`src/hdl/scan_regs_params.svh`:
```
`ifndef SCAN_REGS_PARAMS_SVH
`define SCAN_REGS_PARAMS_SVH

// Register offsets (byte-wide registers, printed offsets used directly)
`define OFS_IMAGE_BYTE_PORT        8'h00
`define OFS_BUFFER_FILL_LEVEL      8'h01
`define OFS_INPUT_LINE_STATUS      8'h02
`define OFS_INDIRECT_TARGET_SELECT 8'h03
`define OFS_EDGE_MODE              8'h10
`define OFS_IRQ_STATUS             8'h11
`define OFS_IRQ_MASK               8'h12

// Field positions of indirect_target_select
`define TSEL_TARGET_LSB            0
`define TSEL_COLOUR_LSB            2
`define TSEL_PAUSE_BIT             4

// Field positions of irq status / mask
`define IRQ_INPUT_EVENT_BIT        0
`define IRQ_PAUSE_BIT              1
`define IRQ_UNDERRUN_BIT           2

// Reset values
`define RST_TARGET_SELECT          8'h00
`define RST_EDGE_MODE              8'h00
`define RST_IRQ_MASK               8'h00
`define RST_IRQ_STATUS             8'h00

// Buffer block sizes in bytes
`define BLOCK_BYTES_SMALL          2048
`define BLOCK_BYTES_LARGE          8192

`endif

```
`src/hdl/scan_regs_pkg.sv`:
```
package scan_regs_pkg;

   typedef enum logic [1:0] {
      TARGET_OFFSET = 2'h0,
      TARGET_GAIN   = 2'h1,
      TARGET_GAMMA  = 2'h2,
      TARGET_NONE   = 2'h3
   } target_sel_t;

   typedef enum logic [1:0] {
      COLOUR_RED   = 2'h0,
      COLOUR_GREEN = 2'h1,
      COLOUR_BLUE  = 2'h2,
      COLOUR_NONE  = 2'h3
   } colour_sel_t;

   typedef enum logic [2:0] {
      PORT_IDLE  = 3'b001,
      PORT_FETCH = 3'b010,
      PORT_READY = 3'b100
   } port_state_t;

endpackage : scan_regs_pkg

```
`src/hdl/image_stream_if.sv`:
```
`timescale 1ns/100ps
`default_nettype none

interface image_stream_if;
   logic       pop;
   logic [7:0] data;
   logic       valid;
   logic       underrun;

   modport producer (
      input  pop,
      output data,
      output valid,
      output underrun
   );
   modport consumer (
      output pop,
      input  data,
      input  valid,
      input  underrun
   );
endinterface : image_stream_if

`default_nettype wire

```
`src/hdl/image_byte_fetch.sv`:
```
`timescale 1ns/100ps
`default_nettype none

// Holds the next image byte ready, so a register read returns it at once
module image_byte_fetch
   import scan_regs_pkg::*;
(
   // Clock and reset
   input  wire logic   clock_i,
   input  wire logic   rst_n_i,
   // Buffer side
   input  wire logic   buf_valid_i,
   input  wire logic [7:0] buf_data_i,
   output logic        buf_take_o,
   // Register side
   image_stream_if.producer stream
);

   port_state_t state_ff;
   port_state_t nxt_state;
   logic [7:0]  data_ff;
   logic        under_ff;

   always_comb begin
      nxt_state = state_ff;
      unique case (state_ff)
         PORT_IDLE:  if (buf_valid_i) nxt_state = PORT_FETCH;
         PORT_FETCH: nxt_state = PORT_READY;
         PORT_READY: if (stream.pop) nxt_state = PORT_IDLE;
         default:    nxt_state = PORT_IDLE;
      endcase
   end

   always_ff @(posedge clock_i) begin
      if (!rst_n_i) state_ff <= PORT_IDLE;
      else          state_ff <= nxt_state;
   end

   // Registered take: the buffer pops its head at the edge that ends FETCH, where the byte is captured
   always_ff @(posedge clock_i) begin
      if (!rst_n_i) buf_take_o <= 1'b0;
      else          buf_take_o <= (state_ff == PORT_IDLE) && buf_valid_i;
   end

   always_ff @(posedge clock_i) begin
      if (!rst_n_i)                  data_ff <= 8'h00;
      else if (state_ff == PORT_FETCH) data_ff <= buf_data_i;
   end

   // A pop with no byte held is flagged, never silently stretched
   always_ff @(posedge clock_i) begin
      if (!rst_n_i) under_ff <= 1'b0;
      else          under_ff <= stream.pop && (state_ff != PORT_READY);
   end

   assign stream.data     = data_ff;
   assign stream.valid    = (state_ff == PORT_READY);
   assign stream.underrun = under_ff;

   property p_fetch_then_ready;
      @(posedge clock_i) disable iff (!rst_n_i)
      state_ff == PORT_FETCH |=> state_ff == PORT_READY;
   endproperty
   a_fetch_then_ready: assert property (p_fetch_then_ready) else $error("fetch did not reach ready");

endmodule : image_byte_fetch

`default_nettype wire

```
`src/hdl/input_edge_latch.sv`:
```
`timescale 1ns/100ps
`default_nettype none

// Per-line status: level image or latched edge, cleared by a status read
module input_edge_latch #(
   parameter int WIDTH = 8
) (
   // Clock and reset
   input  wire logic             clock_i,
   input  wire logic             rst_n_i,
   // Lines and configuration
   input  wire logic [WIDTH-1:0] lines_i,
   input  wire logic [WIDTH-1:0] edge_mode_i,
   input  wire logic             clear_i,
   // Results
   output logic      [WIDTH-1:0] status_o,
   output logic                  event_o
);

   logic [WIDTH-1:0] prev_ff;
   logic [WIDTH-1:0] seen_ff;
   logic [WIDTH-1:0] rise;

   always_ff @(posedge clock_i) begin
      if (!rst_n_i) prev_ff <= '0;
      else          prev_ff <= lines_i;
   end

   assign rise = lines_i & ~prev_ff;

   genvar g;
   generate
      for (g = 0; g < WIDTH; g++) begin : g_line
         // A new edge in the clearing cycle wins over the clear
         always_ff @(posedge clock_i) begin
            if (!rst_n_i)      seen_ff[g] <= 1'b0;
            else if (rise[g])  seen_ff[g] <= 1'b1;
            else if (clear_i)  seen_ff[g] <= 1'b0;
         end
         assign status_o[g] = edge_mode_i[g] ? seen_ff[g] : lines_i[g];
      end
   endgenerate

   assign event_o = |(rise & edge_mode_i);

endmodule : input_edge_latch

`default_nettype wire

```
`src/hdl/scanner_status_dataport_regs.sv`:
```
// The address-and-strobe port was decided locally.
`timescale 1ns/100ps
`default_nettype none
`include "scan_regs_params.svh"

module scanner_status_dataport_regs
   import scan_regs_pkg::*;
#(
   parameter int BUF_BYTES_W = 24
) (
   // Clock and reset
   input  wire logic       clock_i,
   input  wire logic       rst_n_i,
   // Register port
   input  wire logic [7:0] addr_i,
   input  wire logic [7:0] wdata_i,
   input  wire logic       wr_i,
   input  wire logic       rd_i,
   output logic      [7:0] rdata_o,
   // Image buffer
   input  wire logic       buf_valid_i,
   input  wire logic [7:0] buf_data_i,
   output logic            buf_take_o,
   input  wire logic [BUF_BYTES_W-1:0] buf_bytes_i,
   input  wire logic       buf_large_i,
   input  wire logic       scan_paused_i,
   // Input lines
   input  wire logic       media_detect_in_a_i,
   input  wire logic       media_detect_in_b_i,
   input  wire logic [5:0] gpio_in_i,
   // Indirect access selection
   output target_sel_t     target_o,
   output colour_sel_t     colour_o,
   // Interrupt
   output logic            irq_o
);

   ////////////////////////////////////////////////////////////////////////////
   // Decode

   function automatic logic hit(input logic [7:0] a, input logic [7:0] ofs);
      return a == ofs;
   endfunction : hit

   logic rd_image;
   logic rd_status;
   logic wr_tsel;
   logic wr_edge;
   logic wr_istat;
   logic wr_imask;

   assign rd_image  = rd_i && hit(addr_i, `OFS_IMAGE_BYTE_PORT);
   assign rd_status = rd_i && hit(addr_i, `OFS_INPUT_LINE_STATUS);
   assign wr_tsel   = wr_i && hit(addr_i, `OFS_INDIRECT_TARGET_SELECT);
   assign wr_edge   = wr_i && hit(addr_i, `OFS_EDGE_MODE);
   assign wr_istat  = wr_i && hit(addr_i, `OFS_IRQ_STATUS);
   assign wr_imask  = wr_i && hit(addr_i, `OFS_IRQ_MASK);

   ////////////////////////////////////////////////////////////////////////////
   // Image byte port

   image_stream_if stream ();

   assign stream.pop = rd_image;

   image_byte_fetch u_fetch (
      .clock_i     (clock_i),
      .rst_n_i     (rst_n_i),
      .buf_valid_i (buf_valid_i),
      .buf_data_i  (buf_data_i),
      .buf_take_o  (buf_take_o),
      .stream      (stream)
   );

   ////////////////////////////////////////////////////////////////////////////
   // Fill level, in whole blocks of the fitted buffer size

   localparam int SHIFT_SMALL = $clog2(`BLOCK_BYTES_SMALL);
   localparam int SHIFT_LARGE = $clog2(`BLOCK_BYTES_LARGE);

   logic [BUF_BYTES_W-1:0] blocks;
   logic [7:0]             fill_level;

   always_comb begin
      blocks = buf_large_i ? (buf_bytes_i >> SHIFT_LARGE) : (buf_bytes_i >> SHIFT_SMALL);
      // Saturate rather than wrap when the count outgrows the byte
      fill_level = (|blocks[BUF_BYTES_W-1:8]) ? 8'hFF : blocks[7:0];
   end

   ////////////////////////////////////////////////////////////////////////////
   // Input line status

   logic [7:0] edge_mode_ff;
   logic [7:0] line_status;
   logic       line_event;

   always_ff @(posedge clock_i) begin
      if (!rst_n_i)     edge_mode_ff <= `RST_EDGE_MODE;
      else if (wr_edge) edge_mode_ff <= wdata_i;
   end

   input_edge_latch #(
      .WIDTH (8)
   ) u_lines (
      .clock_i     (clock_i),
      .rst_n_i     (rst_n_i),
      .lines_i     ({gpio_in_i, media_detect_in_b_i, media_detect_in_a_i}),
      .edge_mode_i (edge_mode_ff),
      .clear_i     (rd_status),
      .status_o    (line_status),
      .event_o     (line_event)
   );

   ////////////////////////////////////////////////////////////////////////////
   // Indirect target and colour

   logic [3:0] tsel_ff;

   always_ff @(posedge clock_i) begin
      if (!rst_n_i)     tsel_ff <= 4'(`RST_TARGET_SELECT);
      else if (wr_tsel) tsel_ff <= wdata_i[3:0];
   end

   always_ff @(posedge clock_i) begin
      if (!rst_n_i) begin
         target_o <= TARGET_OFFSET;
         colour_o <= COLOUR_RED;
      end else begin
         target_o <= target_sel_t'(tsel_ff[`TSEL_TARGET_LSB +: 2]);
         colour_o <= colour_sel_t'(tsel_ff[`TSEL_COLOUR_LSB +: 2]);
      end
   end

   logic pause_ff;

   always_ff @(posedge clock_i) begin
      if (!rst_n_i) pause_ff <= 1'b0;
      else          pause_ff <= scan_paused_i;
   end

   ////////////////////////////////////////////////////////////////////////////
   // Interrupts

   logic [2:0] irq_stat_ff;
   logic [2:0] irq_mask_ff;
   logic [2:0] irq_set;
   logic [2:0] irq_clr;
   logic [2:0] nxt_irq_stat;
   logic       pause_rise;

   assign pause_rise   = scan_paused_i && !pause_ff;
   assign irq_set      = {stream.underrun, pause_rise, line_event};
   assign irq_clr      = wr_istat ? wdata_i[2:0] : 3'h0;
   // A set in the clearing cycle wins
   assign nxt_irq_stat = irq_set | (irq_stat_ff & ~irq_clr);

   always_ff @(posedge clock_i) begin
      if (!rst_n_i)       irq_mask_ff <= 3'(`RST_IRQ_MASK);
      else if (wr_imask)  irq_mask_ff <= wdata_i[2:0];
   end

   always_ff @(posedge clock_i) begin
      if (!rst_n_i) irq_stat_ff <= 3'(`RST_IRQ_STATUS);
      else          irq_stat_ff <= nxt_irq_stat;
   end

   always_ff @(posedge clock_i) begin
      if (!rst_n_i) irq_o <= 1'b0;
      else          irq_o <= |(irq_mask_ff & nxt_irq_stat);
   end

   ////////////////////////////////////////////////////////////////////////////
   // Read data, one cycle after the strobe; unmapped offsets read zero

   logic [7:0] nxt_rdata;

   always_comb begin
      nxt_rdata = 8'h00;
      if (rd_i) begin
         unique case (addr_i)
            `OFS_IMAGE_BYTE_PORT:        nxt_rdata = stream.data;
            `OFS_BUFFER_FILL_LEVEL:      nxt_rdata = fill_level;
            `OFS_INPUT_LINE_STATUS:      nxt_rdata = line_status;
            `OFS_INDIRECT_TARGET_SELECT: nxt_rdata = {3'h0, pause_ff, tsel_ff};
            `OFS_EDGE_MODE:              nxt_rdata = edge_mode_ff;
            `OFS_IRQ_STATUS:             nxt_rdata = {5'h00, irq_stat_ff};
            `OFS_IRQ_MASK:               nxt_rdata = {5'h00, irq_mask_ff};
            default:                     nxt_rdata = 8'h00;
         endcase
      end
   end

   always_ff @(posedge clock_i) begin
      if (!rst_n_i) rdata_o <= 8'h00;
      else          rdata_o <= nxt_rdata;
   end

   ////////////////////////////////////////////////////////////////////////////
   // Checks

   property p_image_read;
      @(posedge clock_i) disable iff (!rst_n_i)
      rd_image && stream.valid |=> rdata_o == $past(stream.data);
   endproperty
   a_image_read: assert property (p_image_read) else $error("image byte not returned");

   property p_fill_small;
      @(posedge clock_i) disable iff (!rst_n_i)
      rd_i && addr_i == `OFS_BUFFER_FILL_LEVEL && !buf_large_i && buf_bytes_i < 24'h080000
      |=> rdata_o == 8'($past(buf_bytes_i) >> 11);
   endproperty
   a_fill_small: assert property (p_fill_small) else $error("fill level wrong");

   property p_level_lines;
      @(posedge clock_i) disable iff (!rst_n_i)
      rd_status && edge_mode_ff == 8'h00
      |=> rdata_o == $past({gpio_in_i, media_detect_in_b_i, media_detect_in_a_i});
   endproperty
   a_level_lines: assert property (p_level_lines) else $error("line status wrong");

   property p_edge_clear;
      @(posedge clock_i) disable iff (!rst_n_i)
      rd_status && edge_mode_ff[0] && !u_lines.rise[0] |=> !u_lines.seen_ff[0];
   endproperty
   a_edge_clear: assert property (p_edge_clear) else $error("edge bit not cleared");

   property p_target;
      @(posedge clock_i) disable iff (!rst_n_i)
      wr_tsel ##2 1 |-> target_o == target_sel_t'($past(wdata_i[1:0], 2));
   endproperty
   a_target: assert property (p_target) else $error("target select wrong");

   property p_pause_low;
      @(posedge clock_i) disable iff (!rst_n_i)
      !scan_paused_i && rd_i && addr_i == `OFS_INDIRECT_TARGET_SELECT && !pause_ff |=> !rdata_o[4];
   endproperty
   a_pause_low: assert property (p_pause_low) else $error("pause flag set while running");

   property p_pause_high;
      @(posedge clock_i) disable iff (!rst_n_i)
      scan_paused_i ##1 rd_i && addr_i == `OFS_INDIRECT_TARGET_SELECT |=> rdata_o[4];
   endproperty
   a_pause_high: assert property (p_pause_high) else $error("pause flag missing");

   property p_reset_vals;
      @(posedge clock_i) !rst_n_i |=> tsel_ff == 4'h0 && edge_mode_ff == 8'h00 && !irq_o;
   endproperty
   a_reset_vals: assert property (p_reset_vals) else $error("reset value wrong");

   property p_colour;
      @(posedge clock_i) disable iff (!rst_n_i)
      wr_tsel ##2 1 |-> colour_o == colour_sel_t'($past(wdata_i[3:2], 2));
   endproperty
   a_colour: assert property (p_colour) else $error("colour select wrong");

   ////////////////////////////////////////////////////////////////////////////
   // Register and interrupt checks

   property p_tsel_wr;
      @(posedge clock_i) disable iff (!rst_n_i)
      wr_tsel |=> tsel_ff == $past(wdata_i[3:0]);
   endproperty
   a_tsel_wr: assert property (p_tsel_wr) else $error("target register not written");

   property p_edge_mode_wr;
      @(posedge clock_i) disable iff (!rst_n_i)
      wr_edge |=> edge_mode_ff == $past(wdata_i);
   endproperty
   a_edge_mode_wr: assert property (p_edge_mode_wr) else $error("edge mode not written");

   property p_fill_large;
      @(posedge clock_i) disable iff (!rst_n_i)
      rd_i && addr_i == `OFS_BUFFER_FILL_LEVEL && buf_large_i && buf_bytes_i < 24'h200000
      |=> rdata_o == 8'($past(buf_bytes_i) >> 13);
   endproperty
   a_fill_large: assert property (p_fill_large) else $error("large fill level wrong");

   property p_rdata_idle;
      @(posedge clock_i) disable iff (!rst_n_i)
      !rd_i |=> rdata_o == 8'h00;
   endproperty
   a_rdata_idle: assert property (p_rdata_idle) else $error("read data not zero without a read");

   property p_unmapped;
      @(posedge clock_i) disable iff (!rst_n_i)
      rd_i && addr_i > `OFS_IRQ_MASK |=> rdata_o == 8'h00;
   endproperty
   a_unmapped: assert property (p_unmapped) else $error("unmapped offset read not zero");

   property p_edge_latch;
      @(posedge clock_i) disable iff (!rst_n_i)
      edge_mode_ff[2] && u_lines.rise[2] && !wr_edge |=> line_status[2];
   endproperty
   a_edge_latch: assert property (p_edge_latch) else $error("edge not latched");

   property p_image_pop;
      @(posedge clock_i) disable iff (!rst_n_i)
      rd_image && stream.valid |=> !stream.valid;
   endproperty
   a_image_pop: assert property (p_image_pop) else $error("image byte not consumed");

   property p_take_pulse;
      @(posedge clock_i) disable iff (!rst_n_i)
      buf_take_o |=> !buf_take_o;
   endproperty
   a_take_pulse: assert property (p_take_pulse) else $error("buffer take longer than a cycle");

   property p_irq_level;
      @(posedge clock_i) disable iff (!rst_n_i)
      irq_o == |($past(irq_mask_ff) & irq_stat_ff);
   endproperty
   a_irq_level: assert property (p_irq_level) else $error("interrupt level wrong");

   property p_irq_w1c;
      @(posedge clock_i) disable iff (!rst_n_i)
      wr_istat && wdata_i[`IRQ_INPUT_EVENT_BIT] && !irq_set[`IRQ_INPUT_EVENT_BIT] |=> !irq_stat_ff[`IRQ_INPUT_EVENT_BIT];
   endproperty
   a_irq_w1c: assert property (p_irq_w1c) else $error("status bit not cleared by write");

   property p_irq_sticky;
      @(posedge clock_i) disable iff (!rst_n_i)
      irq_stat_ff[`IRQ_INPUT_EVENT_BIT] && !irq_clr[`IRQ_INPUT_EVENT_BIT] |=> irq_stat_ff[`IRQ_INPUT_EVENT_BIT];
   endproperty
   a_irq_sticky: assert property (p_irq_sticky) else $error("status bit lost");

   property p_underrun_irq;
      @(posedge clock_i) disable iff (!rst_n_i)
      rd_image && !stream.valid |-> ##2 irq_stat_ff[`IRQ_UNDERRUN_BIT];
   endproperty
   a_underrun_irq: assert property (p_underrun_irq) else $error("underrun not flagged");

   property p_pause_irq;
      @(posedge clock_i) disable iff (!rst_n_i)
      pause_rise |=> irq_stat_ff[`IRQ_PAUSE_BIT];
   endproperty
   a_pause_irq: assert property (p_pause_irq) else $error("pause event not flagged");

   c_image_read: cover property (@(posedge clock_i) disable iff (!rst_n_i) rd_image && stream.valid);
   c_edge_read:  cover property (@(posedge clock_i) disable iff (!rst_n_i) rd_status && |(line_status & edge_mode_ff));
   c_pause:      cover property (@(posedge clock_i) disable iff (!rst_n_i) pause_rise);
   c_irq:        cover property (@(posedge clock_i) disable iff (!rst_n_i) irq_o);
   c_underrun:   cover property (@(posedge clock_i) disable iff (!rst_n_i) rd_image && !stream.valid);

endmodule : scanner_status_dataport_regs

`default_nettype wire

```
`config.mk`:
```
export PLATFORM = sky130hd
export DESIGN_NAME = scanner_status_dataport_regs
export DESIGN_NICKNAME = d
export VERILOG_FILES = /design/src/hdl/scan_regs_pkg.sv /design/src/hdl/image_stream_if.sv /design/src/hdl/image_byte_fetch.sv /design/src/hdl/input_edge_latch.sv /design/src/hdl/scanner_status_dataport_regs.sv
export VERILOG_INCLUDE_DIRS = /design/src /design/src/hdl
export SDC_FILE = /design/constraint.sdc
export NUM_CORES = 1
export LEC_CHECK = 0
export BUFFER_PORTS_ARGS = -buffer_cell sky130_fd_sc_hd__buf_2
export CAP_MARGIN = 20
export CORE_MARGIN = 5
export CORE_UTILIZATION = 58
export CTS_BUF_LIST = sky130_fd_sc_hd__clkbuf_4 sky130_fd_sc_hd__clkbuf_8
export CTS_CLUSTER_DIAMETER = 40
export CTS_CLUSTER_SIZE = 14
export DETAILED_ROUTE_END_ITERATION = 16
export PLACE_DENSITY = 0.87
export SETUP_SLACK_MARGIN = 0.02
export SYNTH_ARGS = -nofsm -noshare
export SYNTH_HDL_FRONTEND = slang
export SYNTH_SLANG_ARGS = --single-unit
```
`constraint.sdc`:
```
create_clock -name clock_i -period 3.4 [get_ports clock_i]
set_clock_uncertainty 0.05 [all_clocks]
set_input_delay 0.68 -clock clock_i [delete_from_list [all_inputs] [get_ports clock_i]]
set_output_delay 0.68 -clock clock_i [all_outputs]
set_load 0.005 [all_outputs]
```
==> results of run 1 <==
## cell usage after synthesis (all sizes together)
cell type	n	area, um2
o2bb2ai	1	8.760
a32oi	2	17.52
a211oi	1	12.51
a22o	8	70.07
buf	8	40.04
mux2i	27	270.3
o21ai	11	55.05
nor3	4	20.02
a41oi	1	8.760
a311oi	1	8.760
a32o	2	20.02
and3	4	25.02
a21boi	10	75.07
o21a	1	7.510
nor2	8	30.03
nor4	3	48.80
a31oi	6	37.54
dfxtp	61	1221
nand3	15	75.07
nand2b	1	6.260
nor2b	33	206.5
a221o	3	30.03
nor4b	2	30.03
clkbuf	7	26.28
nor4bb	1	10.01
nor3b	2	26.28
and2	22	137.6
a22oi	2	15.01
o2111ai	2	17.52
a222oi	2	20.02
a21oi	10	50.05
nand2	36	135.1
o211ai	1	7.510
inv	3	11.26
## flip-flops by register name (all words and copies together), names as in the netlist
| register | cells |
|---|---|
| u_fetch.state_ff | 3 |
| u_fetch.buf_take_o | 1 |
| u_lines.seen_ff | 8 |
| u_lines.prev_ff | 8 |
| u_fetch.stream.data | 8 |
| colour_o | 2 |
| tsel_ff | 4 |
| edge_mode_ff | 8 |
| irq_o | 1 |
| target_o | 2 |
| pause_ff | 1 |
| u_fetch.stream.underrun | 1 |
| rdata_o | 8 |
| irq_stat_ff | 3 |
| irq_mask_ff | 3 |
## where the power goes
group,internal [mW],total [mW],leakage (nW),switching [mW]
clock,0.394,0.670,0.112,0.275
combinational,0.0592,0.130,0.721,0.0704
sequential,0.733,0.743,0.497,0.00951
## cells by family (layout without fill, tap and decap cells)
kind of cell	after synthesis	in the layout
AO/OA/AOI/OAI	64	64
buffers and inverters	18	89
flip-flops	61	61
AND/OR/NAND/NOR	131	131
multiplexers	27	27
## worst min path at each step
stage / to / startpoint / depth (start not counted) / slack, ns
2_1_floorplan: irq_o / irq_mask_ff[0] / 2 / 0.39
3_3_place_gp: irq_mask_ff[2] / irq_mask_ff[2] / 2 / 0.41
3_5_place_dp: irq_o / irq_mask_ff[0] / 2 / 0.41
4_1_cts: irq_mask_ff[0] / irq_mask_ff[0] / 2 / 0.43
5_1_grt: irq_mask_ff[0] / irq_mask_ff[0] / 2 / 0.43
6_report: irq_mask_ff[0] / irq_mask_ff[0] / 2 / 0.43
## metrics by stage
stage | hold WS (ns) | area (um2) | cells
after floorplan | 0.3910 | 2781 | 301
after global placement | 0.4088 | 3146 | 410
after detailed placement | 0.4146 | 3146 | 410
after CTS | 0.4300 | 3356 | 426
after global routing | 0.4329 | 3356 | 426
final | 0.4321 | 3356 | 426
## layer usage
metal	vias to the layer above	share of wire, %	routed length (um)
met5	-	0	0
met4	0	2.8	199
met3	25	8.8	617
met2	137	46	3228
met1	1142	43	3002
li1	1205	-	-
## final cells by class
cell class / count / area share [%]
Multi-Input combinational cell: 222 / 44.18
Tap cell: 54 / 2.013
Inverter: 3 / 0.3356
Sequential cell: 61 / 36.39
Clock buffer: 12 / 4.922
Clock inverter: 4 / 1.342
Timing Repair Buffer: 70 / 10.81
## worst max-delay path, stage by stage
cell and delay, ns:
buf_2 0.24, nor4_4 0.68, nand2_1 0.38, mux2i_1 0.25, nor2b_1 0.06
==> run summary, run 1 <==
min cycle time layout - 2.125 ns
final setup margin - 1.275 ns
fin util - 71.52%
vias in the first global route - 2453
post-synthesis sequential element count - 61
gr usage total - 23.99%
Tightest Hold Check Type - flip-flop to flip-flop
gr busiest metal - met2
Die Footprint - 6281 um2
CP Capture Point - edge_mode_ff[0]
row cnt - 25
post-synthesis simple-gate area fraction - 26.99%
outcome - complete, no violations
Total Routed Length - 7.048 mm
clk sinks - 61
setup violators final - 0
share of cells above drive strength 1 - 24.73%
antenna violations before repair - 0
DRT antenna net count - 0
Synth Area in Compound Gates - 16.60%
Place WS - 0.9747 ns
Slew HR - 53.54%
cts hold-fix bufs - 0
Critical R2R Launch - edge_mode_ff[0]
met2 Track Usage GR - 38.13%
sequential cell area - 1221 um2
peak supply drop - 0.2971 mV
pwr dens - 459.5 nW/um2
clk_lat worst skew - 0.34 ns
largest net degree at the start of global routing - 53
RR Endpoint - rdata_o[0]
port buffer count - 65
H-tree depth - 3
Syn Inst Count - 301
Starting Density - 59.28%
register clock-pin slew on the reported worst setup and hold paths - 0.07 ns
Critical Path Source Type - input port
DR iter-0 viols - 271
sequential element share of the synthesized area - 43.90%
CP Capture Type - flip-flop
n_diodes - 0
met3 Use GR - 7.029%
Crit Path Max Fanout - 23
DPL Wire Length - 5.062 mm
first-pass GRT wire length - 11.54 mm
# fillers - 357
I/O Pins - 77
post-CTS setup buffers - 0
worst-margin pin slew - 0.6917 ns
nets - 430
die extent in y - 79.25 um
GP Congestion - 0.8791
Multi-input gate area - 1483 um2
Warnings, synthesis - 0
P_leak - 1.330 nW
Final Hold Viols - 0
GRT overflow - 0
CP arrival - 2.31 ns
CTS Buf Count - 9
RSZ-0062 raised after global routing - no
Worst R2R Setup Slack - 1.86 ns
Slew Viols, Final - 0
global routing met1 resource utilization - 29.61%
Area Growth Syn to Fin - 20.65%
CTS Buffer Depth - 2
Core Area - 4692 um2
main combinational cell family by area after synthesis - simple AND/OR/NAND/NOR gates
critical path class - input port to flip-flop
adder-cell share of the synthesized area - 0%
Post-Syn Nets - 364
CP required - 3.58 ns
via count - 2509
Max Cap Viol - 0
root buf cell - clkbuf_8
synthesized area - 2781 um2
Total Power - 1.542 mW
# DRC - 0
crit path from - addr_i[0]
f_max - 0.4705 GHz
Via density - 5.890
TritonCTS clock tree - done
setup TNS - 0 ns
Die X - 79.25 um
post-synthesis mux area share - 9.717%
post-synthesis cell type count - 39
FF-to-FF path depth - 4
most frequent cells in the layout - buf_2 (65), dfxtp_1 (61), nand2_1 (36)
Pre-Repair DR Iteration Count - 5
Mapped Avg Cell Area - 9.241 um2
commonest non-fill, non-tap cell in the layout - buf_2
# resized after CTS - 0
crit share post-route - 62.51%
Post-Synth XOR/XNOR Area - 0%
Routed wire per std cell - 16.54 um
Power figures use the tool's default switching activity.
==> run 2: changes to the inputs <==
CORE_UTILIZATION = 49   (was 58)
PLACE_DENSITY = 0.79   (was 0.87)
clock period = 1.82 ns   (was 3.4 ns; I/O delays follow)
==> run summary, run 2 (same netlist as run 1, synthesis figures left out) <==
CTS Buffer Depth - 2 (unchanged)
Placement Cell Area - 3281 um2 (was 3146 um2)
Crit Path Max Fanout - 8 (was 23)
P_leak - 1.395 nW (was 1.330 nW)
f_max - 0.6407 GHz
peak supply drop - 0.3994 mV (was 0.2971 mV)
worst path bufs/invs - 1 (unchanged)
Routed wire per std cell - 15.93 um (was 16.54 um)
TritonCTS clock tree - done (unchanged)
H-tree depth - 3 (unchanged)
CP arrival - 1.74 ns (was 2.31 ns)
cell family with most CP delay - simple AND/OR/NAND/NOR gates (unchanged)
DR iter-0 viols - 223 (was 271)
Place WS - -0.06915 ns (was 0.9747 ns)
# DRC - 0 (unchanged)
Slowest cell on crit path - nor4b_2 (was nor4_4)
gr usage total - 20.73% (was 23.99%)
Starting Density - 50.51% (was 59.28%)
I/O Pins - 77 (unchanged)
antenna violations before repair - 0 (unchanged)
Critical Path Source Type - input port (unchanged)
Tightest Hold Check Type - input port to flip-flop (was flip-flop to flip-flop)
setup violators final - 0 (unchanged)
DRT antenna net count - 0 (unchanged)
Via density - 5.541 (was 5.890)
Core Area - 5507 um2 (was 4692 um2)
Pre-Repair DR Iteration Count - 5 (unchanged)
commonest non-fill, non-tap cell in the layout - buf_2 (unchanged)
Max Cap Viol - 0 (unchanged)
nets - 445 (was 430)
Final Hold Viols - 0 (unchanged)
clk sinks - 61 (unchanged)
CP required - 2.00 ns (was 3.58 ns)
final setup margin - 0.2591 ns (was 1.275 ns)
Die X - 85.34 um (was 79.25 um)
largest net degree at the start of global routing - 28 (was 53)
# resized after CTS - 0 (unchanged)
min cycle time layout - 1.561 ns
GP Congestion - 0.9085 (was 0.8791)
largest stage delay on the critical path - 0.45 ns (was 0.68 ns)
port buffer count - 65 (unchanged)
post-CTS setup buffers - 0 (unchanged)
Total Routed Length - 7.294 mm (was 7.048 mm)
GRT overflow - 0 (unchanged)
RSZ-0062 raised after global routing - no (unchanged)
setup TNS - 0 ns (unchanged)
root buf cell - clkbuf_8 (unchanged)
crit-path cells - buf_2 -> nor4b_2 -> and2_1 -> nand2_1 -> mux2i_1 -> nor2b_1 (was buf_2 -> nor4_4 -> nand2_1 -> mux2i_1 -> nor2b_1)
Slew HR - 68.61% (was 53.54%)
DPL Wire Length - 5.405 mm (was 5.062 mm)
vias in the first global route - 2392 (was 2453)
clk_lat worst skew - 0.33 ns (was 0.34 ns)
Die Footprint - 7283 um2 (was 6281 um2)
via count - 2538 (was 2509)
crit share post-route - 85.76%
final instance area - 3466 um2 (was 3356 um2)
hold_ws - 0.2040 ns (was 0.4321 ns)
CTS Buf Count - 9 (unchanged)
Area Growth Syn to Fin - 24.61% (was 20.65%)
worst-margin pin slew - 0.4673 ns (was 0.6917 ns)
CP Capture Type - flip-flop (unchanged)
pwr dens - 799.0 nW/um2 (was 459.5 nW/um2)
outcome - complete, no violations (unchanged)
cts hold-fix bufs - 0 (unchanged)
row cnt - 27 (was 25)
critical path class - input port to flip-flop (unchanged)
most frequent cells in the layout - buf_2 (65), dfxtp_1 (61), nand2_1 (36) (unchanged)
first-pass GRT wire length - 11.86 mm (was 11.54 mm)
register clock-pin slew on the reported worst setup and hold paths - 0.06 ns (was 0.07 ns)
Slew Viols, Final - 0 (unchanged)
die extent in y - 85.34 um (was 79.25 um)
Total Power - 2.769 mW (was 1.542 mW)
n_diodes - 0 (unchanged)
share of cells above drive strength 1 - 27.46% (was 24.73%)
## run 2: changes by cell type in the layout (fill, tap and decap cells not counted)
| cell | previous run | this run |
|---|---|---|
| bufinv_16 | 1 | 0 |
| clkbuf_4 | 0 | 2 |
| clkinv_2 | 3 | 1 |
| buf_4 | 5 | 20 |
## run 2: layout make-up
type / count / area [um2]
Fill cell: 466 / 2041
Multi-Input combinational cell: 222 / 1483
Sequential cell: 61 / 1221
Timing Repair Buffer: 85 / 475.5
Clock buffer: 14 / 180.2
Tap cell: 72 / 90.09
Inverter: 3 / 11.26
Clock inverter: 1 / 5.005
## run 2: stage by stage
| step | std cells | util [%] |
|---|---|---|
| 2_1_floorplan | 301 | - |
| 3_3_place_gp | 443 | 59.58 |
| 3_5_place_dp | 443 | 59.58 |
| 4_1_cts | 458 | 62.94 |
| 5_1_grt | 458 | 62.94 |
| 6_report | 458 | 62.94 |
## run 2: power breakdown
group	internal (mW)	switching (mW)	total, mW
logic	0.124	0.135	0.259
clock network	0.627	0.497	1.12
registers	1.37	0.0161	1.39
## run 2: worst register-to-register path, cell delays in order, from the launching register on
cell and delay [ns]:
dfxtp_1 0.40, mux2i_1 0.29, o2bb2ai_1 0.09, a221o_1 0.34, a32o_1 0.21
## run 2: per-layer routing
| metal | up-vias | share of wire (%) | GRT usage [%] |
|---|---|---|---|
| li1 | 1241 | - | - |
| met1 | 1153 | 45 | 28.12 |
| met2 | 128 | 43 | 30.44 |
| met3 | 16 | 10 | 6.505 |
| met4 | 0 | 2.1 | 8.345 |
| met5 | - | 0 | 0 |
## run 2: path summary, 6_finish.rpt
kind	from	endpoint	slack, ns	cells after the start
worst min-delay path	gpio_in_i[3]	u_lines.prev_ff[5]	0.20	2
worst max-delay path	addr_i[5]	edge_mode_ff[0]	0.26	6
worst min register to register	irq_mask_ff[2]	irq_mask_ff[2]	0.43	2
worst max register to register	edge_mode_ff[0]	rdata_o[0]	0.34	4
==> run 3: changes to the inputs <==
BUFFER_PORTS_ARGS = not set   (was -buffer_cell sky130_fd_sc_hd__buf_2)
CORE_UTILIZATION = 59   (was 49)
DONT_BUFFER_PORTS = 1   (was not set)
PLACE_DENSITY = 0.78   (was 0.79)
==> run summary, run 3 (same netlist as run 1, synthesis figures left out) <==
setup TNS - 0 ns (unchanged)
Core Area - 4661 um2 (was 5507 um2)
outcome - complete, no violations (unchanged)
Total Routed Length - 6.530 mm (was 7.294 mm)
share of cells above drive strength 1 - 8.824% (was 27.46%)
CTS Buf Count - 9 (unchanged)
peak supply drop - 0.5765 mV (was 0.3994 mV)
# fillers - 410 (was 466)
I/O Pins - 77 (unchanged)
Tightest Hold Check Type - input port to flip-flop (unchanged)
CP arrival - 1.72 ns (was 1.74 ns)
port buffer count - 0 (was 65)
first-pass GRT wire length - 10.54 mm (was 11.86 mm)
CTS Buffer Depth - 2 (unchanged)
DR iter-0 viols - 218 (was 223)
DRT antenna net count - 0 (unchanged)
worst-margin pin slew - 0.5082 ns (was 0.4673 ns)
min cycle time layout - 1.536 ns (was 1.561 ns)
Switching Share - 22.47% (was 23.41%)
# DRC - 0 (unchanged)
# resized after CTS - 0 (unchanged)
Placement Cell Area - 2845 um2 (was 3281 um2)
largest net degree at the start of global routing - 54 (was 28)
setup violators final - 0 (unchanged)
clk sinks - 61 (unchanged)
Critical Path Source Type - flip-flop (was input port)
CP Capture Type - flip-flop (unchanged)
Sequential Power Share - 55.3% (was 50.1%)
RSZ-0062 raised after global routing - no (unchanged)
Crit Path Max Fanout - 4 (was 8)
Critical R2R Launch - edge_mode_ff[0] (unchanged)
internal power - 1.946 mW (was 2.121 mW)
sw power - 0.5640 mW (was 0.6483 mW)
H-tree depth - 3 (unchanged)
TritonCTS clock tree - done (unchanged)
most frequent cells in the layout - dfxtp_1 (61), nand2_1 (36), nor2b_1 (33) (was buf_2 (65), dfxtp_1 (61), nand2_1 (36))
Final Hold Viols - 0 (unchanged)
RR Endpoint - rdata_o[0] (unchanged)
clk_lat worst skew - 0.35 ns (was 0.33 ns)
Die Footprint - 6187 um2 (was 7283 um2)
pwr dens - 836.9 nW/um2 (was 799.0 nW/um2)
Slew Viols, Final - 0 (unchanged)
register clock-pin slew on the reported worst setup and hold paths - 0.06 ns (about the same)
clock power share - 39.4% (was 40.6%)
worst hold path depth - 1 (was 2)
post-CTS setup buffers - 0 (unchanged)
sequential cell area - 1221 um2 (unchanged)
DPL Wire Length - 4.779 mm (was 5.405 mm)
gr usage total - 22.40% (was 20.73%)
Starting Density - 59.68% (was 50.51%)
hold path startpoint - rst_n_i (was gpio_in_i[3])
GRT overflow - 0 (unchanged)
Max Cap Viol - 0 (unchanged)
nets - 366 (was 445)
Multi-input gate area - 1488 um2 (was 1483 um2)
Via density - 6.092 (was 5.541)
n_diodes - 0 (unchanged)
GP Congestion - 0.8693 (was 0.9085)
commonest non-fill, non-tap cell in the layout - dfxtp_1 (was buf_2)
FF-to-FF path depth - 4 (unchanged)
row cnt - 25 (was 27)
Pre-Repair DR Iteration Count - 4 (was 5)
vias in the first global route - 2118 (was 2392)
cts hold-fix bufs - 0 (unchanged)
root buf cell - clkbuf_8 (unchanged)
Die X - 78.66 um (was 85.34 um)
Routed wire per std cell - 18.14 um (was 15.93 um)
antenna violations before repair - 0 (unchanged)
f_max - 0.6512 GHz (was 0.6407 GHz)
crit share post-route - 84.38% (was 85.76%)
die extent in y - 78.66 um (was 85.34 um)
hold_ws - 0.06768 ns (was 0.2040 ns)
Comb power frac - 5.3% (was 9.4%)
via count - 2193 (was 2538)
final instance area - 2999 um2 (was 3466 um2)
CP required - 2.01 ns (was 2.00 ns)
Slew HR - 66.03% (was 68.61%)
P_leak - 1.035 nW (was 1.395 nW)
Area Growth Syn to Fin - 7.827% (was 24.61%)
WHS Endpoint - u_fetch.state_ff[0] (was u_lines.prev_ff[5])
critical path class - flip-flop to flip-flop (was input port to flip-flop)
Worst R2R Setup Slack - 0.28 ns (was 0.34 ns)
## run 3: final cells by class
cell class,count,area share [%]
inverter,3,0.3755
multi-input combinational,222,49.60
tap,54,2.253
timing repair buffer,6,1.919
clock buffer,11,4.631
sequential,61,40.72
clock inverter,3,0.5006
## run 3: power by group through the flow
stage	clock [mW]	sequential, mW	combinational, mW
after CTS	1.01	1.39	0.135
after floorplan	0	1.41	0.127
after global placement	0	1.42	0.131
after global routing	1.05	1.39	0.149
final	0.988	1.39	0.134
after detailed placement	0	1.42	0.134
## run 3: metal layers
metal  track usage [%]  vias to the layer above  part of all wire (%)
li1                  -                     1081                     -
met1             26.91                     1008                    43
met2             34.97                       89                    44
met4             10.31                        0                   1.9
met5                 0                        -                     0
met3             8.945                       15                    11
## run 3: worst max-delay path by stage
stage | startpoint | end
2_1_floorplan | buf_large_i | rdata_o[0]
4_1_cts | edge_mode_ff[0] | rdata_o[0]
3_3_place_gp | addr_i[5] | irq_o
6_report | edge_mode_ff[0] | rdata_o[0]
3_5_place_dp | addr_i[5] | irq_o
5_1_grt | edge_mode_ff[0] | rdata_o[0]
## run 3: critical path: stages, from the launching register on
cell and delay, ns:
dfxtp_1 0.42, mux2i_1 0.31, o2bb2ai_1 0.10, a221o_1 0.35
a32o_1 0.20
## run 3: stage by stage
step                setup slack (ns)  utilization [%]  instances  power [mW]
floorplan                     0.1370                -        301       1.538
global placement              0.1289            61.05        346       1.546
detailed placement           0.09627            61.05        346       1.551
CTS                           0.3329            64.35        360       2.528
global route                  0.1895            64.35        360       2.594
finish                        0.2843            64.35        360       2.510
